--- src/design/motor_param_pkg.sv ---
// Constants, types and the code expansion function for the motor parameter decoder.
// Assumes one 10 MHz core clock with a synchronous active-high reset.
// How it works
// - The phase-resistance setting is a 7-bit code whose linear value counts in steps of 7.35 milliohm.
// - The phase-resistance code expands as its low four bits shifted left by its upper three bits.
// - The all-ones phase-resistance code expands to 1920, about 14.1 ohm.
// - The back-EMF code expands in the same way, mantissa in the low four bits shifted by the upper three.
// - The all-ones back-EMF code expands to 1920, meaning 1330 mV/Hz.
// - The back-EMF code 0x01 expands to 1, meaning 0.7 mV/Hz.
// - Start-up tells stationary, forward-spinning and reverse-spinning motors apart and takes a path for each.
// - The phase-resistance code lives in the first parameter register and the back-EMF code in the second.
package motor_param_pkg;

	localparam int unsigned CODE_W      = 7;
	localparam int unsigned LIN_W       = 11;
	localparam int unsigned MANT_LSB    = 0;
	localparam int unsigned MANT_W      = 4;
	localparam int unsigned EXP_LSB     = 4;
	localparam int unsigned EXP_W       = 3;
	localparam int unsigned MANT_TOP    = 3;

	localparam logic [CODE_W-1:0] CODE_RST     = 7'h00;
	localparam logic [CODE_W-1:0] CODE_ALL_ONE = 7'h7f;
	localparam logic [CODE_W-1:0] CODE_MIN_KT  = 7'h01;
	localparam logic [LIN_W-1:0]  LIN_RST      = 11'h000;
	localparam logic [LIN_W-1:0]  LIN_MAX      = 11'h780;
	localparam logic [LIN_W-1:0]  LIN_MIN_RES  = 11'h004;
	localparam logic [LIN_W-1:0]  LIN_MIN_KT   = 11'h001;

	// Scale of one linear step: resistance in micro-ohm, back-EMF weight per V/Hz
	localparam int unsigned RES_STEP_UOHM  = 7350;
	localparam int unsigned KT_WEIGHT      = 1442;

	typedef struct packed {
		logic              wr_one;
		logic              wr_two;
		logic [CODE_W-1:0] data;
	} param_write_t;

	typedef struct packed {
		logic start_req;
		logic spinning;
		logic reverse;
	} motion_sense_t;

	typedef enum logic [1:0] {
		COND_NONE,
		COND_STATIONARY,
		COND_FORWARD,
		COND_REVERSE
	} start_path_t;

	function automatic logic [LIN_W-1:0] expand_code(input logic [CODE_W-1:0] code);
		logic [LIN_W-1:0] mant;
		mant = {7'h00, code[MANT_LSB +: MANT_W]};
		return mant << code[EXP_LSB +: EXP_W];
	endfunction

endpackage

--- src/design/motor_param_code_decoder.sv ---
// Holds the two motor parameter codes and expands them to linear values; classifies the start condition.
// Assumes write strobes and motion sense come from logic on the same clock.
`timescale 1ns/1ps
`default_nettype none
module motor_param_code_decoder
(
	input  wire logic                                     clk,
	input  wire logic                                     srst,
	input  wire motor_param_pkg::param_write_t            param_wr,
	input  wire motor_param_pkg::motion_sense_t           motion,
	output var  logic [motor_param_pkg::CODE_W-1:0]       phase_resistance_code_q,
	output var  logic [motor_param_pkg::CODE_W-1:0]       bemf_constant_code_q,
	output var  logic [motor_param_pkg::LIN_W-1:0]        phase_res_linear_q,
	output var  logic [motor_param_pkg::LIN_W-1:0]        bemf_linear_q,
	output var  logic                                     res_below_min_q,
	output var  logic [1:0]                               not_normalised_q,
	output var  motor_param_pkg::start_path_t             start_path_q,
	output var  logic                                     start_path_valid_q
);
	import motor_param_pkg::*;

	////////////////////////////////////////////////////////////////////////////
	// Parameter registers
	logic [CODE_W-1:0] phase_resistance_code_d;
	logic [CODE_W-1:0] bemf_constant_code_d;

	always_comb
	begin
		phase_resistance_code_d = phase_resistance_code_q;
		bemf_constant_code_d    = bemf_constant_code_q;
		if (param_wr.wr_one)
		begin
			phase_resistance_code_d = param_wr.data;
		end
		if (param_wr.wr_two)
		begin
			bemf_constant_code_d = param_wr.data;
		end
	end

	always_ff @(posedge clk)
	begin
		if (srst)
		begin
			phase_resistance_code_q <= CODE_RST;
			bemf_constant_code_q    <= CODE_RST;
		end
		else
		begin
			phase_resistance_code_q <= phase_resistance_code_d;
			bemf_constant_code_q    <= bemf_constant_code_d;
		end
	end

	////////////////////////////////////////////////////////////////////////////
	// Code expansion, one channel per parameter
	logic [CODE_W-1:0] code_sel [2];
	logic [LIN_W-1:0]  lin_d    [2];
	logic [LIN_W-1:0]  lin_q    [2];
	logic [1:0]        norm_d;

	assign code_sel[0] = phase_resistance_code_q;
	assign code_sel[1] = bemf_constant_code_q;

	for (genvar ch = 0; ch < 2; ch++)
	begin : g_chan
		always_comb
		begin
			lin_d[ch]  = expand_code(code_sel[ch]);
			// Flags a code with exponent but no mantissa top bit
			norm_d[ch] = (code_sel[ch][EXP_LSB +: EXP_W] != 3'h0) && !code_sel[ch][MANT_TOP];
		end

		always_ff @(posedge clk)
		begin
			if (srst)
			begin
				lin_q[ch] <= LIN_RST;
			end
			else
			begin
				lin_q[ch] <= lin_d[ch];
			end
		end
	end

	logic res_below_min_d;

	always_comb
	begin
		// low resistance warning, code zero is a legal zero
		res_below_min_d = (lin_d[0] != LIN_RST) && (lin_d[0] < LIN_MIN_RES);
	end

	always_ff @(posedge clk)
	begin
		if (srst)
		begin
			res_below_min_q  <= 1'b0;
			not_normalised_q <= 2'h0;
		end
		else
		begin
			res_below_min_q  <= res_below_min_d;
			not_normalised_q <= norm_d;
		end
	end

	assign phase_res_linear_q = lin_q[0];
	assign bemf_linear_q      = lin_q[1];

	////////////////////////////////////////////////////////////////////////////
	// Start condition classification
	start_path_t start_path_d;
	logic        start_path_valid_d;

	always_comb
	begin
		start_path_d       = start_path_q;
		start_path_valid_d = 1'b0;
		if (motion.start_req)
		begin
			start_path_valid_d = 1'b1;
			case ({motion.spinning, motion.reverse})
				2'b10:   start_path_d = COND_FORWARD;
				2'b11:   start_path_d = COND_REVERSE;
				default: start_path_d = COND_STATIONARY;
			endcase
		end
	end

	always_ff @(posedge clk)
	begin
		if (srst)
		begin
			start_path_q       <= COND_NONE;
			start_path_valid_q <= 1'b0;
		end
		else
		begin
			start_path_q       <= start_path_d;
			start_path_valid_q <= start_path_valid_d;
		end
	end

	////////////////////////////////////////////////////////////////////////////
	// Assertions
	property p_res_expand;
		logic [CODE_W-1:0] c;
		@(posedge clk) disable iff (srst)
		(param_wr.wr_one, c = param_wr.data) |-> ##2 phase_res_linear_q == expand_code(c);
	endproperty
	a_res_expand: assert property (p_res_expand) else $error("phase resistance expansion wrong");

	property p_res_max;
		@(posedge clk) disable iff (srst)
		(param_wr.wr_one && param_wr.data == CODE_ALL_ONE) |-> ##2 phase_res_linear_q == LIN_MAX;
	endproperty
	a_res_max: assert property (p_res_max) else $error("all-ones resistance code not 1920");

	// First edge after reset sees the code from before reset, so it is skipped
	property p_res_bound;
		@(posedge clk) disable iff (srst)
		!$past(srst) |-> phase_res_linear_q <= LIN_MAX
			&& phase_res_linear_q == (LIN_W'($past(phase_resistance_code_q[MANT_LSB +: MANT_W]))
				<< $past(phase_resistance_code_q[EXP_LSB +: EXP_W]));
	endproperty
	a_res_bound: assert property (p_res_bound) else $error("resistance linear value off its code");

	property p_kt_expand;
		logic [CODE_W-1:0] c;
		@(posedge clk) disable iff (srst)
		(param_wr.wr_two, c = param_wr.data) |-> ##2 bemf_linear_q == expand_code(c);
	endproperty
	a_kt_expand: assert property (p_kt_expand) else $error("back-EMF expansion wrong");

	property p_kt_max;
		@(posedge clk) disable iff (srst)
		(param_wr.wr_two && param_wr.data == CODE_ALL_ONE) |-> ##2 bemf_linear_q == LIN_MAX;
	endproperty
	a_kt_max: assert property (p_kt_max) else $error("all-ones back-EMF code not 1920");

	property p_kt_min;
		@(posedge clk) disable iff (srst)
		(param_wr.wr_two && param_wr.data == CODE_MIN_KT) |-> ##2 bemf_linear_q == LIN_MIN_KT;
	endproperty
	a_kt_min: assert property (p_kt_min) else $error("back-EMF code 0x01 not 1");

	property p_reg_sep;
		@(posedge clk) disable iff (srst)
		(param_wr.wr_two && !param_wr.wr_one) |=> $stable(phase_resistance_code_q)
			&& bemf_constant_code_q == $past(param_wr.data);
	endproperty
	a_reg_sep: assert property (p_reg_sep) else $error("parameter register written in wrong place");

	property p_path;
		@(posedge clk) disable iff (srst)
		motion.start_req |=> start_path_valid_q && start_path_q ==
			(!$past(motion.spinning) ? COND_STATIONARY : ($past(motion.reverse) ? COND_REVERSE : COND_FORWARD));
	endproperty
	a_path: assert property (p_path) else $error("start path misclassified");

	property p_path_quiet;
		@(posedge clk) disable iff (srst)
		!motion.start_req ##1 !motion.start_req |-> !start_path_valid_q ##1 $stable(start_path_q);
	endproperty
	a_path_quiet: assert property (p_path_quiet) else $error("start path changed without request");

	property p_res_low;
		@(posedge clk) disable iff (srst)
		(param_wr.wr_one && param_wr.data inside {7'h01, 7'h02, 7'h03}) |-> ##2 res_below_min_q;
	endproperty
	a_res_low: assert property (p_res_low) else $error("low resistance warning missing");

	c_res_max:   cover property (@(posedge clk) disable iff (srst) phase_res_linear_q == LIN_MAX);
	c_kt_min:    cover property (@(posedge clk) disable iff (srst) bemf_linear_q == LIN_MIN_KT);
	c_reverse:   cover property (@(posedge clk) disable iff (srst) start_path_valid_q && start_path_q == COND_REVERSE);
	c_forward:   cover property (@(posedge clk) disable iff (srst) start_path_valid_q && start_path_q == COND_FORWARD);

endmodule
`default_nettype wire

--- config.mk ---
export PLATFORM = sky130hd
export DESIGN_NAME = motor_param_code_decoder
export DESIGN_NICKNAME = d
export VERILOG_FILES = /design/src/design/motor_param_pkg.sv /design/src/design/motor_param_code_decoder.sv
export SDC_FILE = /design/constraint.sdc
export NUM_CORES = 1
export LEC_CHECK = 0
export BUFFER_PORTS_ARGS = -buffer_cell sky130_fd_sc_hd__buf_2
export CAP_MARGIN = 20
export CORE_ASPECT_RATIO = 1.2
export CORE_UTILIZATION = 48
export CTS_CLUSTER_DIAMETER = 80
export DETAILED_ROUTE_END_ITERATION = 10
export PLACE_DENSITY = 0.74
export SETUP_SLACK_MARGIN = 0.05
export SLEW_MARGIN = 20
export SYNTH_ARGS = -nofsm -noshare
export SYNTH_HDL_FRONTEND = slang
export SYNTH_SLANG_ARGS = --single-unit
--- constraint.sdc ---
create_clock -name clk -period 1.5 [get_ports clk]
set_clock_uncertainty 0.15 [all_clocks]
set_input_delay 0.3 -clock clk [delete_from_list [all_inputs] [get_ports clk]]
set_output_delay 0.3 -clock clk [all_outputs]
set_load 0.01 [all_outputs]
After elaboration in Yosys (flattened, before gate mapping)
Memories as Yosys holds them, arrays and structs flattened.
Cells that the tools add are included.
W data, S select, Z words.

cells by class
  eq/ne operators = 2
  muxes and demuxes = 7
  bitwise operators = 2
  $lt $le $gt $ge = 1
  shifts and indexed selects = 2
  reductions and logical operators = 8

operators by type and width
  cell                   count
  $mux W11               2
  $shl A4 B3 Y11         2
  $lt A11 B3 Y1 const B  1
  $reduce_bool A11 Y1    1
  $reduce_bool A3 Y1     2
  $eq A2 B2 Y1 const B   2
  $mux W1                4
  $pmux W2 S2            1
  $logic_and A1 B1 Y1    3
  $logic_not A1 Y1       2
  $or A1 B1 Y1           2

word-level totals
  flip-flop bits (word level) = 20
  memories kept = 1
  input port bits = 14
  RAM bits = 22
  output and inout port bits = 42

memory list
  name   depth  width  read ports  clocked after memory_dff  wr ports  line                            source
  lin_q  2      11     2           0                         2         motor_param_code_decoder.sv:59  logic [LIN_W-1:0] lin_q [2];

Logic depth before layout (Yosys ltp)
  word-level depth = 3
  mapped depth = 6
  gate-level depth less buffers = 4

Least setup slack after synthesis
No wires, ideal clock.

  kind = flip-flop to flip-flop
  start = register phase_resistance_code_q[5] in the netlist's numbering
  end = register res_below_min_q
  cell stages (with the launch flop) = 6
  setup slack = 0.096 ns
  period minus slack after synthesis = 1.404 ns
  buffers on the path = 1
  arrival = 1.196 ns
  path through = dfxtp_1 buf_6 mux2_4 a22o_1 nor2_1 o31a_1

between the ends
  longest elaborated chain between the ends = 3
  elaborated cells between the ends (all ways) = 4
  those cells by class = 1 x order compare; 1 x shift; 2 x reduce/logical

ends and longest elaborated chain
  element                                               line                             source
  from (decl)                                           motor_param_code_decoder.sv:11   output var logic [motor_param_pkg::CODE_W-1:0] phase_resistance_code_q,
  from (signal assigned)                                motor_param_code_decoder.sv:50   phase_resistance_code_q <= phase_resistance_code_d;
  $shl A4 B3 Y11 *                                      motor_param_pkg.sv:56            return mant << code[EXP_LSB +: EXP_W];
  $lt A11 B3 Y1 or $reduce_bool A11 Y1 (tied branches)  motor_param_code_decoder.sv:92   res_below_min_d = (lin_d[0] != LIN_RST) && (lin_d[0] < LIN_MIN_RES);
  $logic_and A1 B1 Y1 *                                 motor_param_code_decoder.sv:92
  to (signal assigned)                                  motor_param_code_decoder.sv:104  res_below_min_q <= res_below_min_d;
  to (decl)                                             motor_param_code_decoder.sv:15   output var logic res_below_min_q,

Every way passes the cells marked *; elsewhere a longest branch is shown, timed or not.
A chain may end at the register's enable or synchronous reset.

Worst setup path in the final report
  start = register bemf_constant_code_q[4] in the netlist's numbering
  end = output bemf_constant_code_q[4] in the netlist's numbering

RTL lines
  element                 line                            source
  from (decl)             motor_param_code_decoder.sv:12  output var logic [motor_param_pkg::CODE_W-1:0] bemf_constant_code_q,
  from (signal assigned)  motor_param_code_decoder.sv:51  bemf_constant_code_q <= bemf_constant_code_d;

No word-level cell between the ends.

==> key figures <==
Die
  – Initial Util: 51.49%
  – Die height: 65.28 µm
  – Die Span X: 54.73 µm
  – IO Pins: 56
  – Total Die Area: 3573 µm²
  – Row count: 22
  – Core box area: 3110 µm²

CTS
  – Clock transition at the registers of the reported paths: 0.10 ns
  – Clk buf depth: 2
  – Clock Latency Late Sink: 0.34 ns
  – CTS buffer count: 5
  – Clock sinks: 42
  – TritonCTS clock tree: built
  – Clk root buf: clkbuf_4
  – H-Tree Depth: 2

Placed design
  – DP HPWL: 2.528 mm
  – Placed cells: 255
  – IO buf count: 55
  – Final Wtd Congestion: 0.8188

STA
  – RSZ-0062 raised after global routing: true
  – Final count of pins violating max slew: 0
  – Max Freq: 0.6960 GHz
  – Setup violators final: 0
  – Worst slew margin: 79.71%
  – Setup TNS: 0 ns
  – Post-route clock period utilization: 95.78%
  – Worst Tran Pin Value: 0.3015 ns
  – Min cycle time layout: 1.437 ns
  – Final Hold Fails: 0

Yosys
  – Share of the yosys chip area belonging to registers: 52.50%
  – Yosys cell types: 25
  – Post-synth net total: 182
  – Adder-cell share of the synthesized area: 0%
  – Post-synthesis mux area share: 14.84%
  – Largest family of logic cells by synthesized area: simple AND/OR/NAND/NOR gates
  – Syn Area/Cell: 9.533 µm²
  – Xor/xnor share of the synthesized area: 0%
  – Compound-Gate Fraction of Synth Area: 7.031%
  – Most used flip-flop cell after synthesis: dfxtp_1
  – Cells after synthesis: 168
  – Simple-Gate Fraction of Synth Area: 20.47%
  – Synthesized flop and latch total: 42
  – EDFF count, synth: 0
  – Synthesis Warnings: 0
  – Mapped Area: 1602 µm²
  – Fraction of registers with async set/reset: 0%

Routing
  – Met3 Wirelength: 189 µm
  – DRT iter0 DRCs: 28
  – Routed wire per std cell: 13.83 µm
  – Drt drc: 0
  – Top Metal Used: met4
  – Vias: 1385
  – TritonRoute pass-1 iters: 4
  – Detail Route Antenna Nets: 0
  – Drt via density: 5.207
  – Met2 WL: 1.828 mm
  – DRT met1 WL: 1.614 mm
  – Total Wirelength: 3.679 mm

Power and ir drop
  – Sw Pwr: 0.5247 mW
  – Register share of total power: 59.3%
  – Clk pwr share: 25.7%
  – Pwr Density: 994.5 nW/µm²
  – Sw Share: 25.60%
  – Worst VDD drop: 0.8540 mV
  – Logic pwr share: 15.1%
  – Tot Pwr: 2.049 mW
  – Pleak: 0.9794 nW
  – Internal: 1.525 mW

Setup path
  – RR Endpoint: lin_q[1][6]
  – Critical-path maximum fanout: 7
  – FF-to-FF Start: bemf_constant_code_q[5]
  – Cell depth of the worst flop-to-flop path: 5
  – Setup crit start: bemf_constant_code_q[4]
  – Critical path endpoint category: primary output
  – Flop-to-flop setup slack: 0.10 ns
  – Crit path to: bemf_constant_code_q[4]
  – Crit Path Category: reg -> out
  – CP arrival: 0.99 ns
  – CP Launch Type: register
  – Critical Path RT: 1.05 ns

Global routing
  – GRT Total Usage: 21.38%
  – GRT overflow: 0
  – Pin count of the biggest net entering global routing: 18
  – Vias in the first global route: 1251
  – First-pass GRT wire length: 5.513 mm
  – Initial antenna violation count: 0

Job
  – Max-cap violations: 0

Finish
  – Layout fillers: 279
  – Fraction of layout cells with a size suffix above 1: 39.57%
  – Number of nets in the layout: 245
  – Fin cells: 266
  – Inserted Diodes: 0
  – P&R area growth vs syn: 28.67%

Worst hold path
  – Worst Hold Class: in -> reg

Outcome
  – Run status: finished, final reports clean
-- layout make-up --
type	count	area, µm²	share of cell area, %
Clock buffer	6	51.30	2.489
Inverter	2	7.507	0.3643
Multi-Input combinational cell	110	684.4	33.21
Sequential cell	42	864.6	41.95
Tap cell	36	45.04	2.186
Timing Repair Buffer	70	407.9	19.79
-- worst min path at each step --
| stage | start | to | slack, ns | cells past startpoint |
|---|---|---|---|---|
| after floorplan | motion[2] | start_path_valid_q | 0.28 | 1 |
| after CTS | motion[0] | start_path_q[0] | 0.05 | 3 |
| after detailed placement | start_path_q[1] | start_path_q[1] | 0.32 | 2 |
| final | motion[0] | start_path_q[0] | 0.05 | 3 |
| after global placement | start_path_q[1] | start_path_q[1] | 0.31 | 2 |
| after global routing | motion[0] | start_path_q[0] | 0.05 | 3 |
-- critical path, cell delays in order (launching register included) --
cell and delay, ns:
dfxtp_4 0.42, buf_6 0.13, buf_6 0.09
-- repair_timing --
item / 4_1_cts / 5_1_grt
buffers inserted: 1 / 4
endpoints found under the hold margin: 0 / 0
setup endpoints to repair: 6 / 13
hold buffers: 0 / 0
resized for setup: 10 / 10
pin swaps: 0 / 1
-- power groups by stage --
stage / registers, mW / logic [mW] / clock network [mW]
floorplan: 1.25 / 0.163 / 0
detailed placement: 1.24 / 0.282 / 0
CTS: 1.21 / 0.290 / 0.537
global route: 1.22 / 0.335 / 0.582
finish: 1.21 / 0.309 / 0.526
global placement: 1.24 / 0.277 / 0
-- synthesized netlist by cell type (3+ instances only) --
library cell | n | area, µm²
nor3_1 | 10 | 50.05
o21ai_0 | 3 | 15.01
nor2_1 | 32 | 120.1
a211oi_1 | 4 | 30.03
o22ai_1 | 3 | 18.77
nor3b_1 | 6 | 45.04
clkbuf_1 | 8 | 30.03
nand2b_1 | 3 | 18.77
dfxtp_1 | 42 | 840.8
buf_2 | 3 | 15.01
nor2b_1 | 4 | 25.02
mux2i_1 | 20 | 200.2
nand2_1 | 8 | 30.03
nor4_1 | 3 | 18.77
a21oi_1 | 5 | 25.02
-- per-stage QoR --
step	setup WS, ns	hold slack [ns]	cell area (µm²)	util [%]
3_5_place_dp	0.08762	0.3199	1922	61.79
5_1_grt	0.007554	0.04806	2061	66.25
2_1_floorplan	0.09552	0.2782	1602	-
3_3_place_gp	0.1246	0.3059	1922	61.79
4_1_cts	0.05189	0.04839	2003	64.40
6_report	0.06327	0.05115	2061	66.25
-- cell usage in the layout (no fill, tap or decap), types with 3 or more instances in the layout --
cell      instances
buf_6             4
buf_2            53
nor3b_1           6
nor3_1           10
buf_4            13
nand2_1           8
nor2b_1           4
o21ai_0           3
mux2i_1          20
a211oi_1          4
clkbuf_4          5
dfxtp_2           7
nand2b_1          3
a21oi_1           5
dfxtp_4           4
nor2_1           32
nor4_1            3
dfxtp_1          31
-- kinds of logic after synthesis --
family / after synthesis
AND/OR/NAND/NOR: 69
flip-flops: 42
multiplexers: 23
AO/OA/AOI/OAI: 18
buffers and inverters: 16
-- registers in the layout, indices dropped and copies added (netlist names) --
register and cells:
not_normalised_q 2, bemf_constant_code_q 7, start_path_valid_q 1, res_below_min_q 1, phase_resistance_code_q 7, lin_q 22
start_path_q 2
-- routing by layer --
metal | track usage, % | vias to the layer above
li1 | - | 699
met1 | 25.84 | 641
met2 | 34.34 | 38
met3 | 5.093 | 7
met4 | 10.26 | 0
met5 | 0 | -
No activity file was read; power rests on OpenSTA's default activity.
